## src/qlsc_defines.svh

```systemverilog
/*
 * constants of the quad lane switch control block: register offsets,
 * field positions, codes and reset values.
 * assumes: included by bare name wherever a constant is needed.
 */
//
// Operation
// - mux carries port a or b to c
// - one select bit per lane, 0=a 1=b
// - demux carries c to a, b or both
// - unselected a/b outputs idle in unicast
// - idle transmitter drive switched off
// - unrouted receivers switched off
// - loopback overrides select and dual-cast
// - serial mode loopback from 0x01 bits 6:4
// - a/b loopback returns own input
// - c loopback returns c input
// - dual-cast sends c to both a and b
// - pin code gives 0/4/8/18 dB
// - register setting 0..9, 2 dB steps
// - port register sets all four lanes
// - per-lane register sets one lane
// - port write overwrites per-lane settings
// - signal loss squelches associated transmitter
// - per-lane receive polarity swap
// - mode field: 00 pin, 10 mixed, 11 serial
// - mixed mode: pins route, registers set eq
`ifndef QLSC_DEFINES_SVH
`define QLSC_DEFINES_SVH

// register offsets
`define QLSC_OFS_LOOP     8'h01
`define QLSC_OFS_MODE     8'h0f
`define QLSC_OFS_EQ_ALL_A 8'h41
`define QLSC_OFS_EQ_LN_A  8'h42
`define QLSC_OFS_SWAP_A   8'h44
`define QLSC_OFS_EQ_ALL_B 8'h81
`define QLSC_OFS_EQ_LN_B  8'h82
`define QLSC_OFS_SWAP_B   8'h84
`define QLSC_OFS_EQ_ALL_C 8'hc1
`define QLSC_OFS_EQ_LN_C  8'hc2
`define QLSC_OFS_SWAP_C   8'hc4

// fields of the loopback/switch register
`define QLSC_SEL_LSB      0
`define QLSC_SEL_MSB      3
`define QLSC_LOOP_A_BIT   4
`define QLSC_LOOP_B_BIT   5
`define QLSC_LOOP_C_BIT   6
`define QLSC_DUAL_BIT     7

// fields of the equalizer registers
`define QLSC_EQ_LSB       0
`define QLSC_EQ_MSB       3
`define QLSC_LANE_LSB     4
`define QLSC_LANE_MSB     5

// values
`define QLSC_EQ_MAX       4'h9
`define QLSC_EQ_PIN_0     4'h0
`define QLSC_EQ_PIN_1     4'h2
`define QLSC_EQ_PIN_2     4'h4
`define QLSC_EQ_PIN_3     4'h9
`define QLSC_RST_BYTE     8'h00
`define QLSC_RST_NIB      4'h0

`endif

```

## src/qlsc_pkg.sv

```systemverilog
/*
 * types of the quad lane switch control block.
 * assumes: compiled before the design module.
 */
package qlsc_pkg;
	// source feeding one output lane
	typedef enum logic [1:0] {
		QLSC_SRC_IDLE = 2'b00,
		QLSC_SRC_A    = 2'b01,
		QLSC_SRC_B    = 2'b10,
		QLSC_SRC_C    = 2'b11
	} qlsc_src_t;

	// control source mode
	typedef enum logic [1:0] {
		QLSC_MODE_PIN    = 2'b00,
		QLSC_MODE_RSVD   = 2'b01,
		QLSC_MODE_MIXED  = 2'b10,
		QLSC_MODE_SERIAL = 2'b11
	} qlsc_mode_t;
endpackage : qlsc_pkg

```

## src/qlsc_switch_control.sv

```systemverilog
/*
 * quad lane three port switch control: routing, idle and power-down,
 * loopback, equalizer decode, polarity swap and loss squelch.
 * assumes: pins are asynchronous and synchronised here; the register
 * port is driven from logic on i_core_clk; lane data is asynchronous.
 */
`timescale 1ns/1ns
`default_nettype none
`include "qlsc_defines.svh"

module qlsc_switch_control #(
	parameter int LANES = 4
) (
	// clock, reset, enable
	input  wire logic                 i_core_clk,
	input  wire logic                 i_rst_n,
	input  wire logic                 i_clk_en,
	// switch control pins
	input  wire logic [LANES-1:0]     i_lane_select,
	input  wire logic                 i_dual_cast,
	input  wire logic                 i_port_a_loop_enable,
	input  wire logic                 i_port_b_loop_enable,
	input  wire logic                 i_port_c_loop_enable,
	input  wire logic [5:0]           i_equalizer_level_pins,
	input  wire logic [3*LANES-1:0]   i_signal_loss_detect,
	// register port
	input  wire logic [7:0]           i_reg_addr,
	input  wire logic [7:0]           i_reg_wdata,
	input  wire logic                 i_reg_wr,
	input  wire logic                 i_reg_rd,
	output logic      [7:0]           o_reg_rdata,
	// lane data
	input  wire logic [LANES-1:0]     i_port_a_input_lanes,
	input  wire logic [LANES-1:0]     i_port_b_input_lanes,
	input  wire logic [LANES-1:0]     i_port_c_input_lanes,
	output logic      [LANES-1:0]     o_port_a_output_lanes,
	output logic      [LANES-1:0]     o_port_b_output_lanes,
	output logic      [LANES-1:0]     o_port_c_output_lanes,
	// analog controls
	output logic      [6*LANES-1:0]   o_lane_source,
	output logic      [3*LANES-1:0]   o_tx_enable,
	output logic      [3*LANES-1:0]   o_rx_enable,
	output logic      [3*LANES-1:0]   o_rx_swap,
	output logic      [12*LANES-1:0]  o_eq_setting
);
	localparam int NL = 3 * LANES;
	localparam int PW = LANES + 4 + 6 + NL;

	// settings above the top step are held at the top step
	function automatic logic [3:0] eq_clamp(input logic [3:0] v);
		eq_clamp = (v > `QLSC_EQ_MAX) ? `QLSC_EQ_MAX : v;
	endfunction : eq_clamp

	function automatic logic [3:0] eq_pin(input logic [1:0] code);
		case (code)
			2'b00:   eq_pin = `QLSC_EQ_PIN_0;
			2'b01:   eq_pin = `QLSC_EQ_PIN_1;
			2'b10:   eq_pin = `QLSC_EQ_PIN_2;
			default: eq_pin = `QLSC_EQ_PIN_3;
		endcase
	endfunction : eq_pin

	// port index of a register offset (upper two bits), 3 = none
	function automatic logic [1:0] port_of(input logic [7:0] a);
		port_of = a[7:6] - 2'd1;
	endfunction : port_of

	function automatic logic [3:0] lane_data(input qlsc_pkg::qlsc_src_t s,
			input logic a, input logic b, input logic c);
		case (s)
			qlsc_pkg::QLSC_SRC_A: lane_data = {3'h0, a};
			qlsc_pkg::QLSC_SRC_B: lane_data = {3'h0, b};
			qlsc_pkg::QLSC_SRC_C: lane_data = {3'h0, c};
			default:              lane_data = 4'h0;
		endcase
	endfunction : lane_data

	// pin synchronisers: three stages, accept when stages 2 and 3 agree
	logic [PW-1:0] pin_s1_ff, pin_s2_ff, pin_s3_ff, pin_ff;
	wire  [PW-1:0] pin_raw = {i_signal_loss_detect, i_equalizer_level_pins,
		i_port_c_loop_enable, i_port_b_loop_enable, i_port_a_loop_enable,
		i_dual_cast, i_lane_select};
	always_ff @(posedge i_core_clk or negedge i_rst_n) begin
		if (!i_rst_n) begin
			pin_s1_ff <= '0;
			pin_s2_ff <= '0;
			pin_s3_ff <= '0;
			pin_ff    <= '0;
		end else if (i_clk_en) begin
			pin_s1_ff <= pin_raw;
			pin_s2_ff <= pin_s1_ff;
			pin_s3_ff <= pin_s2_ff;
			pin_ff    <= (pin_s2_ff == pin_s3_ff) ? pin_s3_ff : pin_ff;
		end
	end

	// registers
	logic [7:0]              loop_ff;
	qlsc_pkg::qlsc_mode_t    mode_ff;
	logic [3:0]              eq_all_ff [3];
	logic [7:0]              eq_ln_ff  [3];
	logic [LANES-1:0]        swap_ff   [3];
	logic [3:0]              eq_ff     [NL];

	// address decode
	wire [1:0] wr_port  = port_of(i_reg_addr);
	wire [5:0] wr_low   = i_reg_addr[5:0];
	wire       port_hit = (wr_port != 2'd3);
	wire       hit_all  = port_hit && (wr_low == 6'(`QLSC_OFS_EQ_ALL_A));
	wire       hit_ln   = port_hit && (wr_low == 6'(`QLSC_OFS_EQ_LN_A));
	wire       hit_swap = port_hit && (wr_low == 6'(`QLSC_OFS_SWAP_A));
	wire [3:0] wr_eq    = eq_clamp(i_reg_wdata[`QLSC_EQ_MSB:`QLSC_EQ_LSB]);
	wire [1:0] wr_lane  = i_reg_wdata[`QLSC_LANE_MSB:`QLSC_LANE_LSB];

	// register writes; a port-wide write replaces every lane of that port
	always_ff @(posedge i_core_clk or negedge i_rst_n) begin
		if (!i_rst_n) begin
			loop_ff <= `QLSC_RST_BYTE;
			mode_ff <= qlsc_pkg::QLSC_MODE_PIN;
			for (int p = 0; p < 3; p++) begin
				eq_all_ff[p] <= `QLSC_RST_NIB;
				eq_ln_ff[p]  <= `QLSC_RST_BYTE;
				swap_ff[p]   <= '0;
			end
			for (int n = 0; n < NL; n++)
				eq_ff[n] <= `QLSC_RST_NIB;
		end else if (i_clk_en && i_reg_wr) begin
			if (i_reg_addr == `QLSC_OFS_LOOP)
				loop_ff <= i_reg_wdata;
			if (i_reg_addr == `QLSC_OFS_MODE)
				mode_ff <= qlsc_pkg::qlsc_mode_t'(i_reg_wdata[1:0]);
			if (hit_all) begin
				eq_all_ff[wr_port] <= wr_eq;
				for (int l = 0; l < LANES; l++)
					eq_ff[wr_port*LANES+l] <= wr_eq;
			end
			if (hit_ln) begin
				eq_ln_ff[wr_port] <= {2'b00, wr_lane, wr_eq};
				eq_ff[wr_port*LANES+wr_lane] <= wr_eq;
			end
			if (hit_swap)
				swap_ff[wr_port] <= i_reg_wdata[LANES-1:0];
		end
	end

	// read data, one cycle after the strobe; unmapped offsets read zero
	logic [7:0] nxt_rdata;
	always_comb begin
		nxt_rdata = 8'h00;
		if (i_reg_addr == `QLSC_OFS_LOOP)
			nxt_rdata = loop_ff;
		else if (i_reg_addr == `QLSC_OFS_MODE)
			nxt_rdata = {6'h00, mode_ff};
		else if (hit_all)
			nxt_rdata = {4'h0, eq_all_ff[wr_port]};
		else if (hit_ln)
			nxt_rdata = eq_ln_ff[wr_port];
		else if (hit_swap)
			nxt_rdata = {{(8-LANES){1'b0}}, swap_ff[wr_port]};
	end
	always_ff @(posedge i_core_clk or negedge i_rst_n) begin
		if (!i_rst_n)
			o_reg_rdata <= 8'h00;
		else if (i_clk_en && i_reg_rd)
			o_reg_rdata <= nxt_rdata;
	end

	// effective controls: routing from registers only in serial mode
	wire             serial  = (mode_ff == qlsc_pkg::QLSC_MODE_SERIAL);
	wire             eq_reg  = serial || (mode_ff == qlsc_pkg::QLSC_MODE_MIXED);
	wire [LANES-1:0] eff_sel = serial ? loop_ff[`QLSC_SEL_MSB:`QLSC_SEL_LSB]
		: pin_ff[LANES-1:0];
	wire             eff_dc  = serial ? loop_ff[`QLSC_DUAL_BIT] : pin_ff[LANES];
	wire             eff_la  = serial ? loop_ff[`QLSC_LOOP_A_BIT] : pin_ff[LANES+1];
	wire             eff_lb  = serial ? loop_ff[`QLSC_LOOP_B_BIT] : pin_ff[LANES+2];
	wire             eff_lc  = serial ? loop_ff[`QLSC_LOOP_C_BIT] : pin_ff[LANES+3];
	wire [5:0]       eq_pins = pin_ff[LANES+9:LANES+4];
	wire [NL-1:0]    loss    = pin_ff[PW-1:LANES+10];

	// per lane routing, power and equalizer decode
	logic [6*LANES-1:0]  nxt_src;
	logic [NL-1:0]       nxt_tx, nxt_rx, nxt_swap;
	logic [12*LANES-1:0] nxt_eq;
	always_comb begin
		qlsc_pkg::qlsc_src_t sa, sb, sc;
		sa = qlsc_pkg::QLSC_SRC_IDLE;
		sb = qlsc_pkg::QLSC_SRC_IDLE;
		sc = qlsc_pkg::QLSC_SRC_IDLE;
		nxt_src  = '0;
		nxt_tx   = '0;
		nxt_rx   = '0;
		nxt_swap = '0;
		nxt_eq   = '0;
		for (int l = 0; l < LANES; l++) begin
			// loopback wins; otherwise demux by select or dual-cast
			sa = eff_la ? qlsc_pkg::QLSC_SRC_A
				: (eff_dc || !eff_sel[l]) ? qlsc_pkg::QLSC_SRC_C
				: qlsc_pkg::QLSC_SRC_IDLE;
			sb = eff_lb ? qlsc_pkg::QLSC_SRC_B
				: (eff_dc || eff_sel[l]) ? qlsc_pkg::QLSC_SRC_C
				: qlsc_pkg::QLSC_SRC_IDLE;
			sc = eff_lc ? qlsc_pkg::QLSC_SRC_C
				: eff_sel[l] ? qlsc_pkg::QLSC_SRC_B : qlsc_pkg::QLSC_SRC_A;
			nxt_src[2*l +: 2]           = sa;
			nxt_src[2*(LANES+l) +: 2]   = sb;
			nxt_src[2*(2*LANES+l) +: 2] = sc;
			// a receiver is on only while some output uses it
			nxt_rx[l]         = (sa == qlsc_pkg::QLSC_SRC_A)
				|| (sc == qlsc_pkg::QLSC_SRC_A);
			nxt_rx[LANES+l]   = (sb == qlsc_pkg::QLSC_SRC_B)
				|| (sc == qlsc_pkg::QLSC_SRC_B);
			nxt_rx[2*LANES+l] = (sa == qlsc_pkg::QLSC_SRC_C)
				|| (sb == qlsc_pkg::QLSC_SRC_C) || (sc == qlsc_pkg::QLSC_SRC_C);
			// idle drive is off; a lost feeding receiver squelches it
			nxt_tx[l] = (sa != qlsc_pkg::QLSC_SRC_IDLE)
				&& !loss[(int'(sa) - 1) * LANES + l];
			nxt_tx[LANES+l] = (sb != qlsc_pkg::QLSC_SRC_IDLE)
				&& !loss[(int'(sb) - 1) * LANES + l];
			nxt_tx[2*LANES+l] = !loss[(int'(sc) - 1) * LANES + l];
		end
		for (int p = 0; p < 3; p++)
			for (int l = 0; l < LANES; l++) begin
				nxt_swap[p*LANES+l] = serial && swap_ff[p][l];
				nxt_eq[4*(p*LANES+l) +: 4] = eq_reg ? eq_ff[p*LANES+l]
					: eq_pin(eq_pins[2*p +: 2]);
			end
	end

	// registered control outputs
	always_ff @(posedge i_core_clk or negedge i_rst_n) begin
		if (!i_rst_n) begin
			o_lane_source <= '0;
			o_tx_enable   <= '0;
			o_rx_enable   <= '0;
			o_rx_swap     <= '0;
			o_eq_setting  <= '0;
		end else if (i_clk_en) begin
			o_lane_source <= nxt_src;
			o_tx_enable   <= nxt_tx;
			o_rx_enable   <= nxt_rx;
			o_rx_swap     <= nxt_swap;
			o_eq_setting  <= nxt_eq;
		end
	end

	// asynchronous data path steered by the registered selects
	wire [LANES-1:0] in_a = i_port_a_input_lanes ^ o_rx_swap[LANES-1:0];
	wire [LANES-1:0] in_b = i_port_b_input_lanes ^ o_rx_swap[2*LANES-1:LANES];
	wire [LANES-1:0] in_c = i_port_c_input_lanes ^ o_rx_swap[NL-1:2*LANES];
	always_comb begin
		logic [3:0] da, db, dc;
		da = 4'h0;
		db = 4'h0;
		dc = 4'h0;
		for (int l = 0; l < LANES; l++) begin
			da = lane_data(qlsc_pkg::qlsc_src_t'(o_lane_source[2*l +: 2]),
				in_a[l], in_b[l], in_c[l]);
			db = lane_data(qlsc_pkg::qlsc_src_t'(o_lane_source[2*(LANES+l) +: 2]),
				in_a[l], in_b[l], in_c[l]);
			dc = lane_data(qlsc_pkg::qlsc_src_t'(o_lane_source[2*(2*LANES+l) +: 2]),
				in_a[l], in_b[l], in_c[l]);
			o_port_a_output_lanes[l] = da[0] && o_tx_enable[l];
			o_port_b_output_lanes[l] = db[0] && o_tx_enable[LANES+l];
			o_port_c_output_lanes[l] = dc[0] && o_tx_enable[2*LANES+l];
		end
	end
endmodule : qlsc_switch_control
`default_nettype wire

```

## config.mk

```make
export PLATFORM = sky130hd
export DESIGN_NAME = qlsc_switch_control
export DESIGN_NICKNAME = d
export VERILOG_FILES = /design/src/qlsc_pkg.sv /design/src/qlsc_switch_control.sv
export VERILOG_INCLUDE_DIRS = /design/src
export SDC_FILE = /design/constraint.sdc
export NUM_CORES = 1
export LEC_CHECK = 0
export ABC_AREA = 1
export BUFFER_PORTS_ARGS = -buffer_cell sky130_fd_sc_hd__buf_2
export CORE_AREA = 2 2 113 224
export CTS_CLUSTER_DIAMETER = 200
export CTS_CLUSTER_SIZE = 10
export DETAILED_ROUTE_END_ITERATION = 8
export DIE_AREA = 0 0 115 226
export PLACE_DENSITY = 0.9
export SETUP_SLACK_MARGIN = 0.05
export SLEW_MARGIN = 10
export SYNTH_ARGS = -nofsm -noshare
export SYNTH_HDL_FRONTEND = slang
export SYNTH_SLANG_ARGS = --single-unit
```

## constraint.sdc

```tcl
create_clock -name i_core_clk -period 3.1 [get_ports i_core_clk]
set_clock_uncertainty 0.05 [all_clocks]
set_input_delay 0.62 -clock i_core_clk [delete_from_list [all_inputs] [get_ports i_core_clk]]
set_output_delay 0.62 -clock i_core_clk [all_outputs]
set_load 0.005 [all_outputs]
```

After elaboration in Yosys (flattened, before gate mapping)

Cells that the tools add are included.

Memory bits (read-only): 0
Memories: 0
Bits in registers: 326
Bits in writable memories: 0
Output and inout bits: 128
Latch bits: 0
Logic and storage cells: 405
Input bits: 59

Add/sub/neg operators: 26
Mux-type cells: 132
Shift-type cells: 0
Reductions and logical operators: 101
Div/mod/pow operators: 0
Eq/ne operators: 79
Bitwise gates (word level): 9
Order comparisons: 25
Multiply operators: 0

Operators by type and width:

| cell                                                                | count |
|---|---|
| bitwise mux 48 bit                                                  | 5 |
| greater-or-equal comparator 33 x 5 -> 1 bit (second input constant) | 5 |
| < comparator 33 x 1 -> 1 bit (second input constant)                | 5 |
| two-way mux 48 bit                                                  | 3 |
| inverter 5 -> 33 bit                                                | 4 |
| two-way mux 4 bit                                                   | 25 |
| equality test 2 bit (second input constant)                         | 49 |
| demux 4 bit (select 4 bit)                                          | 5 |
| two-way mux 8 bit                                                   | 7 |
| < comparator 6 bit (second input constant)                          | 9 |
| two-way mux 2 bit                                                   | 24 |
| equality test 2 x 1 -> 1 bit (second input constant)                | 23 |
| logical AND 1 bit                                                   | 43 |
| adder 5 x 3 -> 6 bit (second input constant)                        | 6 |
| binary-select mux 1 bit (select 4 bit)                              | 9 |
| case mux 1 bit (3 select lines)                                     | 12 |
| case mux 4 bit (3 select lines)                                     | 3 |
| subtractor 2 x 1 -> 3 bit (second input constant)                   | 12 |
| inverter 4 -> 33 bit                                                | 1 |
| two-way mux 1 bit                                                   | 28 |
| equality test 26 bit                                                | 1 |
| logical OR 1 bit                                                    | 25 |
| bitwise mux 12 bit                                                  | 2 |
| bitwise mux 24 bit                                                  | 1 |
| 26 further kinds                                                    | 65 |

Logic depth before layout (Yosys ltp)

Gate-level depths: netlist of run 1.

Depth after elaboration: 14
Mapped depth: 13
Depth with buffers taken out: 11

Worst setup path after synthesis of run 1

Ideal clock, no wire load.

Path kind: input-to-reg
From: input port i_reg_addr[6]
To: register eq_ff[16] (netlist bit)
Arrival time: 2.012 ns
Path slack: 0.926 ns
Required time: 2.937 ns
Setup time: 0.113 ns
Cell stages on the path: 13
Path buffers: 2
Cells stage by stage: buf_2 -> inv_2 -> ha_1 -> nand3b_1 -> nor2_2 -> buf_4 -> nand3_1 -> inv_1 -> nand2_1 -> nand2_1 -> nand2_1 -> nand2_1 -> inv_1

Word-level cells in the longest chain between the ends: 14
Elaborated cells on any way between the ends: 46
Classes of those cells: 5 x add/sub; 10 x order compare; 1 x eq/ne; 18 x mux; 5 x bitwise; 7 x reduce/logical

Ends and longest elaborated chain:

| item                                                                                            | line                       | source |
|---|---|---|
| start: declaration                                                                              | qlsc_switch_control.sv:27  | `input wire logic [7:0] i_reg_addr,` |
| subtractor 2 x 1 -> 2 bit *                                                                     | qlsc_switch_control.sv:65  | `port_of = a[7:6] - 2'd1;` |
| adder 4 x 1 -> 5 bit or inverter 4 -> 33 bit (tied branches)                                    | qlsc_switch_control.sv:135 | `eq_ff[wr_port*LANES+l] <= wr_eq;` |
| inverter 5 -> 33 bit (implied by the code), or another cell as far along                        | qlsc_switch_control.sv:135 |  |
| greater-or-equal comparator 33 x 5 -> 1 bit (implied by the code), or another cell as far along | qlsc_switch_control.sv:135 |  |
| logical AND 1 bit (implied by the code) or two-way mux 4 bit (tied branches)                    | qlsc_switch_control.sv:135 |  |
| two-way mux 4 bit (implied by the code) or demux 4 bit (select 4 bit) (tied branches)           | qlsc_switch_control.sv:135 |  |
| demux 4 bit (select 4 bit) or bitwise mux 48 bit (tied branches)                                | qlsc_switch_control.sv:135 |  |
| bitwise mux 48 bit (3 in series)                                                                | qlsc_switch_control.sv:135 |  |
| two-way mux 48 bit                                                                              | qlsc_switch_control.sv:132 | `if (hit_all) begin` |
| two-way mux 48 bit                                                                              | qlsc_switch_control.sv:127 | `end else if (i_clk_en && i_reg_wr) begin` |
| bitwise mux 48 bit                                                                              | qlsc_switch_control.sv:139 | `eq_ff[wr_port*LANES+wr_lane] <= wr_eq;` |
| two-way mux 48 bit *                                                                            | qlsc_switch_control.sv:137 | `if (hit_ln) begin` |
| end signal: indexed assignment                                                                  | qlsc_switch_control.sv:126 | `` eq_ff[n] <= `QLSC_RST_NIB; `` |
| end signal: indexed assignment                                                                  | qlsc_switch_control.sv:135 |  |
| end signal: indexed assignment                                                                  | qlsc_switch_control.sv:139 |  |
| end: declaration                                                                                | qlsc_switch_control.sv:103 | `logic [3:0] eq_ff [NL];` |

Every way passes the cells marked *; elsewhere a longest branch is shown, timed or not. The select of a mux whose other input is x is not followed.
A chain may end at the register's enable or synchronous reset.

Worst setup path in the final report of run 1

From: register o_rx_swap[5]
To: output port o_port_a_output_lanes[1]

Word-level cells in the longest chain between the ends: 3

Ends and longest elaborated chain:

| item                            | line                       | source |
|---|---|---|
| start: declaration              | qlsc_switch_control.sv:43  | `output logic [3*LANES-1:0] o_rx_swap,` |
| start signal: assignment        | qlsc_switch_control.sv:241 | `o_rx_swap <= nxt_swap;` |
| bitwise XOR 4 bit               | qlsc_switch_control.sv:248 | `wire [LANES-1:0] in_b = i_port_b_input_lanes ^ o_rx_swap[2*LANES-1:LANES];` |
| case mux 1 bit (3 select lines) | qlsc_switch_control.sv:70  | `case (s)` |
| logical AND 1 bit               | qlsc_switch_control.sv:262 | `o_port_a_output_lanes[l] = da[0] && o_tx_enable[l];` |
| end: declaration                | qlsc_switch_control.sv:36  | `output logic [LANES-1:0] o_port_a_output_lanes,` |

Every way passes these cells.

==> results.json, run 1 <==
{
  "yosysWarnings": 0,
  "cap_viol_max_count": 0,
  "grt_pass1_wl_um": 67400,
  "cts_root_buf": "clkbuf_16",
  "design_area_um2": 17100,
  "start_kind": "flop",
  "reg2reg_to": "pin_ff[2]",
  "setup_violations": 0,
  "gr-usage-all-layers_pct": 33.1,
  "reg2reg_depth": 11,
  "peakVddDrop_mv": 0.520,
  "syn_inst": 1910,
  "worstSkewPairLatency_ns": 0.52,
  "initialDrtViolationCount": 1206,
  "vias": 13800,
  "core_um2": 24300,
  "synth-edff-count": 0,
  "io_buffers": 186,
  "ios": 187,
  "grt_max_degree": 101,
  "p_leak_nw": 9.19,
  "grt_overflow": 0,
  "grt_setup_unrepaired": "no",
  "drt_first_pass_iters": 7,
  "synth_nets": 1974,
  "fin_crit_sh_pct": 81.8,
  "synth.area.top_cells": "dfrtp_1 53%, nand2_1 17%, o21ai_0 6.7%",
  "min_path_type": "in2reg",
  "hold_depth": 3,
  "htree_levels": 2,
  "met1_length_um": 15000,
  "startpoint": "o_rx_swap[5]",
  "avgSynthCellArea_um2": 7.86,
  "fin_util_pct": 70.5,
  "async_flop_share_pct": 100,
  "routed-wl-met2_um": 22000,
  "drc": 0,
  "synth_top_area_share_pct": 53.3,
  "reg2reg_slack_ns": 1.00,
  "numCtsBuffers": 37,
  "n_fill_cell": 1886,
  "drt-total-wl_um": 42300,
  "min_period_ns": 2.53,
  "status": "finished clean",
  "syn_area_um2": 15000,
  "report.final.slew_viol_count": 0,
  "max_freq_mhz": 395,
  "worstPathRequired_ns": 2.43,
  "place_hpwl_um": 29700,
  "die_w_um": 115,
  "start_util_pct": 61.7,
  "relSlewSlack_pct": 55.8,
  "critical_path_class": "reg2out",
  "grt_pass1_vias": 13500,
  "p_per_area_nw_per_um2": 533,
  "max_slew.worst_pin.slew_ns": 0.659,
  "met3_length_um": 2240,
  "final_common_cell": "nand2_1",
  "synthDistinctLibCells": 40,
  "area_delta_synth_final_pct": 14.2,
  "top_layer_used": "met4",
  "critical_path.endpoint_type": "output port",
  "cts.repair.resized": 0,
  "min_to": "pin_s1_ff[1]",
  "hold_violations": 0,
  "place_congestion": 0.954,
  "chipHeight_um": 226,
  "via_per_inst": 5.81,
  "finalPower_mw": 9.14,
  "post_drt_wl_per_cell_um": 17.9,
  "drive_gt1_share_pct": 13.5,
  "clkTransAtPathRegs_ns": 0.05,
  "rows": 81,
  "crit_fanout": 3,
  "cts_hold_buffers": 1,
  "post_cts_buffers": 0,
  "hold_start": "i_lane_select[1]",
  "layout_common_cells": "694 x nand2_1, 320 x dfrtp_1, 201 x o21ai_0",
  "tns_ns": 0,
  "nets": 2139,
  "dieArea_um2": 26000,
  "placed_cell_area_um2": 16200,
  "ant_nets": 0,
  "yosysTopAreaCell": "dfrtp_1",
  "cts.sinks": 320,
  "critPathArrivalTime_ns": 1.86,
  "synth_ff_type": "dfrtp_1",
  "cts_tree": "yes",
  "cts.path.max_buffers": 3,
  "grt_antenna_before_repair": 2,
  "yosysSeqAreaShare_pct": 53.3,
  "ys_ff_latch": 320,
  "r2r_start": "pin_s2_ff[24]"
}
-- cell families (layout without fill, tap and decap cells) --
family	count (synthesis)	after routing	synth area share, %
AND/OR/NAND/NOR	970	970	26.4
AO/OA/AOI/OAI	342	342	12.0
flip-flops	320	320	53.3
buffers and inverters	261	426	7.07
XOR/XNOR	11	11	0.642
adder cells (fa/ha/maj)	5	5	0.417
multiplexers	1	1	0.0750
other	0	2	0
-- critical path: stages, from the launching register on --
cell and delay, ns:
dfrtp_1 0.40, xor2_1 0.34, nor2_1 0.07, o21ai_0 0.28, nand2_1 0.09, inv_1 0.07, buf_2 0.10
-- cell usage after synthesis (5+ instances only) --
| library cell | n |
|---|---|
| dfrtp_1 | 320 |
| nor2_1 | 109 |
| nand2_1 | 694 |
| o311ai_0 | 5 |
| buf_4 | 7 |
| nor3_1 | 14 |
| inv_2 | 9 |
| ha_1 | 5 |
| o21ai_1 | 10 |
| o21ai_0 | 201 |
| nand3_1 | 109 |
| nand3b_1 | 17 |
| a21oi_1 | 99 |
| clkbuf_1 | 47 |
| inv_1 | 164 |
| buf_2 | 27 |
| o21bai_1 | 8 |
| xor2_1 | 9 |
| or2_1 | 6 |
-- metal layers --
metal  vias to the layer above  GRT usage [%]
met1                      6565           38.1
met4                         0           22.2
li1                       6402              -
met5                         -              0
met2                       611           56.9
met3                       185           3.70
-- through the flow --
stage | instances | worst slack (ns) | hold WS [ns]
final | 2367 | 0.566 | 0.250
after global routing | 2367 | 0.415 | 0.247
after CTS | 2365 | 0.537 | 0.242
after detailed placement | 2325 | 0.374 | 0.408
after global placement | 2325 | 0.522 | 0.404
after floorplan | 1910 | 0.926 | 0.274
-- final cells by class --
cell class	count	area [um2]	area share (%)
clock inverter	1	16.3	0.0949
tap	290	363	2.12
timing repair buffer	212	1190	6.97
antenna	2	5.00	0.0292
multi-input combinational	1329	5950	34.7
inverter	175	659	3.85
sequential	320	8010	46.7
clock buffer	38	951	5.55
-- registers in the layout, indices dropped and copies added (netlist names) --
| name | cells |
|---|---|
| eq_ff | 48 |
| o_eq_setting | 48 |
| pin_ff | 26 |
| pin_s1_ff | 26 |
| pin_s2_ff | 26 |
| pin_s3_ff | 26 |
| o_lane_source | 24 |
| eq_ln_ff | 18 |
| eq_all_ff | 12 |
| o_rx_enable | 12 |
| o_rx_swap | 12 |
| o_tx_enable | 12 |
| swap_ff | 12 |
| loop_ff | 8 |
| o_reg_rdata | 8 |
| mode_ff | 2 |
-- worst max path at each step --
stage / endpoint / slack (ns) / cells past startpoint
floorplan: eq_ff[16] / 0.93 / 13
global placement: o_reg_rdata[2] / 0.52 / 10
detailed placement: eq_ln_ff[10] / 0.37 / 9
CTS: o_port_a_output_lanes[1] / 0.54 / 6
global route: o_port_a_output_lanes[1] / 0.42 / 6
finish: o_port_a_output_lanes[1] / 0.57 / 6
-- power breakdown --
group | internal, mW | switching, mW
combinational | 0.278 | 0.556
sequential | 4.38 | 0.163
clock | 2.16 | 1.60
total | 6.82 | 2.32
No activity file was read; power rests on OpenSTA's default activity.
==> run 2: changes to the inputs <==
--- a/config.mk
+++ b/config.mk
@@ -8,12 +8,12 @@
 export LEC_CHECK = 0
 export ABC_AREA = 1
 export BUFFER_PORTS_ARGS = -buffer_cell sky130_fd_sc_hd__buf_2
-export CORE_AREA = 2 2 113 224
+export CORE_AREA = 2 2 123 244
 export CTS_CLUSTER_DIAMETER = 200
 export CTS_CLUSTER_SIZE = 10
 export DETAILED_ROUTE_END_ITERATION = 8
-export DIE_AREA = 0 0 115 226
-export PLACE_DENSITY = 0.9
+export DIE_AREA = 0 0 125 246
+export PLACE_DENSITY = 0.81
 export SETUP_SLACK_MARGIN = 0.05
 export SLEW_MARGIN = 10
 export SYNTH_ARGS = -nofsm -noshare
==> constraint.sdc (replaced) <==
create_clock -name i_core_clk -period 2.2 [get_ports i_core_clk]
set_clock_uncertainty 0.05 [all_clocks]
set_input_delay 0.44 -clock i_core_clk [delete_from_list [all_inputs] [get_ports i_core_clk]]
set_output_delay 0.44 -clock i_core_clk [all_outputs]
set_load 0.005 [all_outputs]
==> run 2 against run 1 <==
  * The run now ends with negative setup slack left
  * Global-route usage down 4.8 points
  * Critical path depth up 3
  * Power up 43%
  * Critical path type unchanged
==> results.json, run 2 (synthesis results as in run 1) <==
{
  "hold_depth": 3,
  "critical_path_class": "reg2out",
  "numCtsBuffers": 37,
  "htree_levels": 2,
  "grt_overflow": 0,
  "core_um2": 28800,
  "area_delta_synth_final_pct": 19.6,
  "peakVddDrop_mv": 0.621,
  "min_period_ns": 2.23,
  "vias": 13700,
  "top_layer_used": "met4",
  "report.final.slew_viol_count": 0,
  "hold_violations": 0,
  "dieArea_um2": 30800,
  "reg2reg_to": "o_rx_swap[11]",
  "drc": 0,
  "ios": 187,
  "start_kind": "flop",
  "p_leak_nw": 9.51,
  "top_regs": "eq_ff (48), o_eq_setting (48)",
  "final_common_cell": "nand2_1",
  "grt_antenna_before_repair": 1,
  "grt_pass1_vias": 13700,
  "sw_frac_of_total_pct": 25.8,
  "rows": 88,
  "place_hpwl_um": 31600,
  "combPwrFrac_pct": 9.7,
  "reg2reg_slack_ns": 0.06,
  "gr-usage-all-layers_pct": 28.2,
  "r2r_start": "o_rx_swap[11]",
  "finalPower_mw": 13.1,
  "p_int_mw": 9.69,
  "chipHeight_um": 246,
  "reg2reg_depth": 14,
  "cts.sinks": 320,
  "cap_viol_max_count": 0,
  "min_to": "pin_s1_ff[6]",
  "drt-total-wl_um": 44000,
  "io_buffers": 186,
  "start_util_pct": 52.1,
  "fin_crit_sh_pct": 101,
  "grt_setup_unrepaired": "yes",
  "grt_pass1_wl_um": 69900,
  "nets": 2195,
  "max_freq_mhz": 449,
  "cts_tree": "yes",
  "layout_common_cells": "685 x nand2_1, 316 x dfrtp_1, 195 x o21ai_0",
  "max_slew.worst_pin.slew_ns": 0.922,
  "fin_util_pct": 62.2,
  "worstPathRequired_ns": 1.71,
  "cts.path.max_buffers": 3,
  "clkTransAtPathRegs_ns": 0.06,
  "hold_start": "i_port_b_loop_enable",
  "p_sw_mw": 3.36,
  "ant_nets": 0,
  "place_congestion": 0.964,
  "tns_ns": -0.0304,
  "met1_length_um": 16000,
  "via_per_inst": 5.51,
  "setup_violations": 2,
  "worstSkewPairLatency_ns": 0.54,
  "met3_length_um": 2260,
  "p_per_area_nw_per_um2": 727,
  "drive_gt1_share_pct": 17.3,
  "status": "finished with violations",
  "crit_fanout": 3,
  "relSlewSlack_pct": 38.0,
  "violations": "negative setup slack",
  "grt_max_degree": 70,
  "power_frac_clock_pct": 41.2,
  "post_drt_wl_per_cell_um": 17.6,
  "cts_root_buf": "clkbuf_16",
  "die_w_um": 125,
  "power.share.sequential_pct": 49.1,
  "min_path_type": "in2reg",
  "timing.final.ws_setup_ns": -0.0296,
  "dp_slack_ns": 0.0556,
  "routed-wl-met2_um": 23000,
  "drt_first_pass_iters": 6,
  "critPathArrivalTime_ns": 1.74,
  "critical_path.endpoint_type": "output port",
  "initialDrtViolationCount": 1153
}
-- run 2: cell count changes in the layout (fill, tap and decap cells not counted), sizes merged --
cell and delta:
buf +56, diode -1, inv +1
-- run 2: layout make-up --
cell class	instances	area, um2
tap	360	450
antenna	1	2.50
multi-input combinational	1329	6130
clock inverter	2	36.3
sequential	320	8010
inverter	175	659
timing repair buffer	268	1710
fill	2511	10900
clock buffer	38	951
-- run 2: critical path, cell delays in order, from the launching register on --
cell and delay, ns:
dfrtp_1 0.42, inv_2 0.09, nand2_2 0.10, nand2_4 0.08, nand2_2 0.06, nand2_1 0.05, o21ai_1 0.13, nand2_1 0.08
inv_1 0.08, buf_2 0.11
-- run 2: worst max-delay path by stage --
stage,from,endpoint,slack (ns)
2_1_floorplan,i_reg_addr[6],eq_ff[16],0.21
3_3_place_gp,i_reg_addr[6],o_reg_rdata[2],0.1
6_report,o_rx_swap[11],o_port_b_output_lanes[3],-0.03
5_1_grt,o_rx_swap[11],o_port_b_output_lanes[3],-0.06
4_1_cts,o_rx_swap[11],o_port_c_output_lanes[3],0.04
3_5_place_dp,i_reg_addr[7],eq_ff[36],0.06
-- run 2: what timing repair did --
action | CTS | global route
endpoints found under the hold margin | 41 | 0
resized for setup | 25 | 29
endpoints found under the setup margin | 11 | 16
hold buffers | 1 | 0
pin swaps | 8 | 21
setup buffers | 15 | 6
-- run 2: stage by stage --
stage | cell area (um2) | instances | hold slack [ns]
5_1_grt | 18000 | 2493 | 0.0571
4_1_cts | 17800 | 2486 | 0.0383
6_report | 18000 | 2493 | 0.0514
3_5_place_dp | 16600 | 2430 | 0.330
2_1_floorplan | 15000 | 1910 | 0.0944
3_3_place_gp | 16600 | 2430 | 0.325
-- run 2: power by group through the flow --
stage / clock [mW] / sequential, mW / combinational (mW)
2_1_floorplan: 0 / 6.44 / 0.689
3_3_place_gp: 0 / 6.48 / 1.20
3_5_place_dp: 0 / 6.50 / 1.23
4_1_cts: 5.44 / 6.40 / 1.26
5_1_grt: 5.67 / 6.43 / 1.44
6_report: 5.38 / 6.40 / 1.27
-- run 2: layer usage --
layer	vias to the layer above	global-route usage (%)
li1	6481	-
met1	6546	31.9
met2	538	51.2
met3	160	3.28
met4	0	16.3
met5	-	0
==> run 3: changes to the inputs <==
--- a/config.mk
+++ b/config.mk
@@ -15,6 +15,7 @@
 export DIE_AREA = 0 0 125 246
 export PLACE_DENSITY = 0.81
 export SETUP_SLACK_MARGIN = 0.05
+export SKIP_LAST_GASP = 1
 export SLEW_MARGIN = 10
 export SYNTH_ARGS = -nofsm -noshare
 export SYNTH_HDL_FRONTEND = slang
==> run 3 against run 2 <==
  * The run still ends with negative setup slack left
  * Core utilization decreased by 0.065 points
  * Via count decreased by 0.34%
  * Largest power group unchanged
  * Wire length decreased by 0.27%
==> results.json, run 3 (synthesis results as in run 1) <==
{
  "status": "finished with violations",
  "violations": "negative setup slack",
  "place_hpwl_um": 31600,
  "post_drt_wl_per_cell_um": 17.6,
  "n_fill_cell": 2512,
  "vias": 13700,
  "grt_pass1_wl_um": 69900,
  "clkTransAtPathRegs_ns": 0.05,
  "cts.path.max_buffers": 3,
  "reg2reg_slack_ns": -0.03,
  "dieArea_um2": 30800,
  "cap_viol_max_count": 0,
  "relSlewSlack_pct": 35.5,
  "hold_violations": 0,
  "ant_nets": 0,
  "report.final.slew_viol_count": 0,
  "layout_common_cells": "685 x nand2_1, 316 x dfrtp_1, 195 x o21ai_0",
  "start_kind": "flop",
  "p_per_area_nw_per_um2": 727,
  "cts_root_buf": "clkbuf_16",
  "setup_violations": 2,
  "r2r_start": "o_rx_swap[11]",
  "cts_tree": "yes",
  "finalPower_mw": 13.0,
  "timing.final.ws_setup_ns": -0.0266,
  "critical_path.endpoint_type": "flop",
  "max_freq_mhz": 449,
  "grt_antenna_before_repair": 1,
  "dp_slack_ns": 0.0556,
  "hold_depth": 3,
  "drc": 0,
  "die_w_um": 125,
  "min_path_type": "in2reg",
  "grt_pass1_vias": 13700,
  "drive_gt1_share_pct": 17.3,
  "core_um2": 28800,
  "drt-total-wl_um": 43900,
  "hold_start": "i_port_b_loop_enable",
  "fin_util_pct": 62.2,
  "min_to": "pin_s1_ff[6]",
  "start_util_pct": 52.1,
  "rows": 88,
  "fin_crit_sh_pct": 101,
  "htree_levels": 2,
  "crit_fanout": 3,
  "worstPathRequired_ns": 2.61,
  "gr-usage-all-layers_pct": 28.2,
  "grt_max_degree": 70,
  "area_delta_synth_final_pct": 19.5,
  "grt_setup_unrepaired": "yes",
  "reg2reg_depth": 14,
  "final_common_cell": "nand2_1",
  "worstSkewPairLatency_ns": 0.54,
  "ios": 187,
  "top_regs": "eq_ff (48), o_eq_setting (48)",
  "via_per_inst": 5.49,
  "whs_ns": 0.0524,
  "min_period_ns": 2.23,
  "critical_path_class": "reg2reg",
  "grt_overflow": 0,
  "initialDrtViolationCount": 1207,
  "numCtsBuffers": 37,
  "place_congestion": 0.964,
  "chipHeight_um": 246,
  "peakVddDrop_mv": 0.623,
  "max_slew.worst_pin.slew_ns": 0.960,
  "nets": 2195,
  "drt_first_pass_iters": 6,
  "io_buffers": 186,
  "critPathArrivalTime_ns": 2.63,
  "reg2reg_to": "o_rx_swap[11]",
  "p_leak_nw": 9.51,
  "cts.sinks": 320
}
[run 3: cell counts in the layout (fill, tap and decap cells not counted)]
No cell type changed its count.
[run 3: worst max-delay path, stage by stage (launching register included)]
cell	delay [ns]
dfrtp_1	0.42
inv_2	0.09
buf_6	0.12
buf_4	0.12
buf_4	0.12
buf_4	0.13
buf_4	0.12
buf_4	0.12
buf_4	0.12
buf_4	0.12
buf_4	0.12
buf_4	0.12
buf_4	0.12
buf_4	0.12
o22ai_2	0.13
[run 3: repair_timing]
item,4_1_cts,5_1_grt
pin swaps,8,21
setup endpoints to repair,11,16
resized for setup,25,24
hold buffers,1,0
setup buffers,15,6
cloned,0,0
hold endpoints to repair,41,0
[run 3: worst max-delay path by stage]
stage | from | to | cells past startpoint
finish | o_rx_swap[11] | o_rx_swap[11] | 14
global route | o_rx_swap[11] | o_port_b_output_lanes[3] | 9
CTS | o_rx_swap[11] | o_port_c_output_lanes[3] | 7
detailed placement | i_reg_addr[7] | eq_ff[36] | 13
global placement | i_reg_addr[6] | o_reg_rdata[2] | 11
floorplan | i_reg_addr[6] | eq_ff[16] | 13
[run 3: routing by layer]
metal / vias up / global-route usage, % / share of wire (%)
met2: 552 / 51.2 / 52
met3: 153 / 3.28 / 5.4
met4: 0 / 16.3 / 6.2
met5: - / 0 / 0
li1: 6480 / - / -
met1: 6494 / 31.9 / 36
[run 3: cell type report]
| type | count | area (um2) | area share [%] |
|---|---|---|---|
| Antenna cell | 1 | 2.50 | 0.0140 |
| Clock buffer | 38 | 951 | 5.30 |
| Clock inverter | 2 | 36.3 | 0.202 |
| Inverter | 175 | 659 | 3.68 |
| Multi-Input combinational cell | 1329 | 6130 | 34.2 |
| Sequential cell | 320 | 8010 | 44.7 |
| Tap cell | 360 | 450 | 2.51 |
| Timing Repair Buffer | 268 | 1690 | 9.44 |
[run 3: power breakdown]
group	total, mW	internal, mW	switching, mW
Sequential	6.40	6.18	0.227
Clock	5.37	3.06	2.31
Combinational	1.27	0.451	0.816
Total	13.0	9.69	3.35
[run 3: per-stage QoR]
step / instance area (um2) / setup TNS (ns) / instances
finish: 17900 / -0.0496 / 2493
global route: 17900 / -0.229 / 2493
CTS: 17800 / 0 / 2486
detailed placement: 16600 / 0 / 2430
global placement: 16600 / 0 / 2430
floorplan: 15000 / 0 / 1910
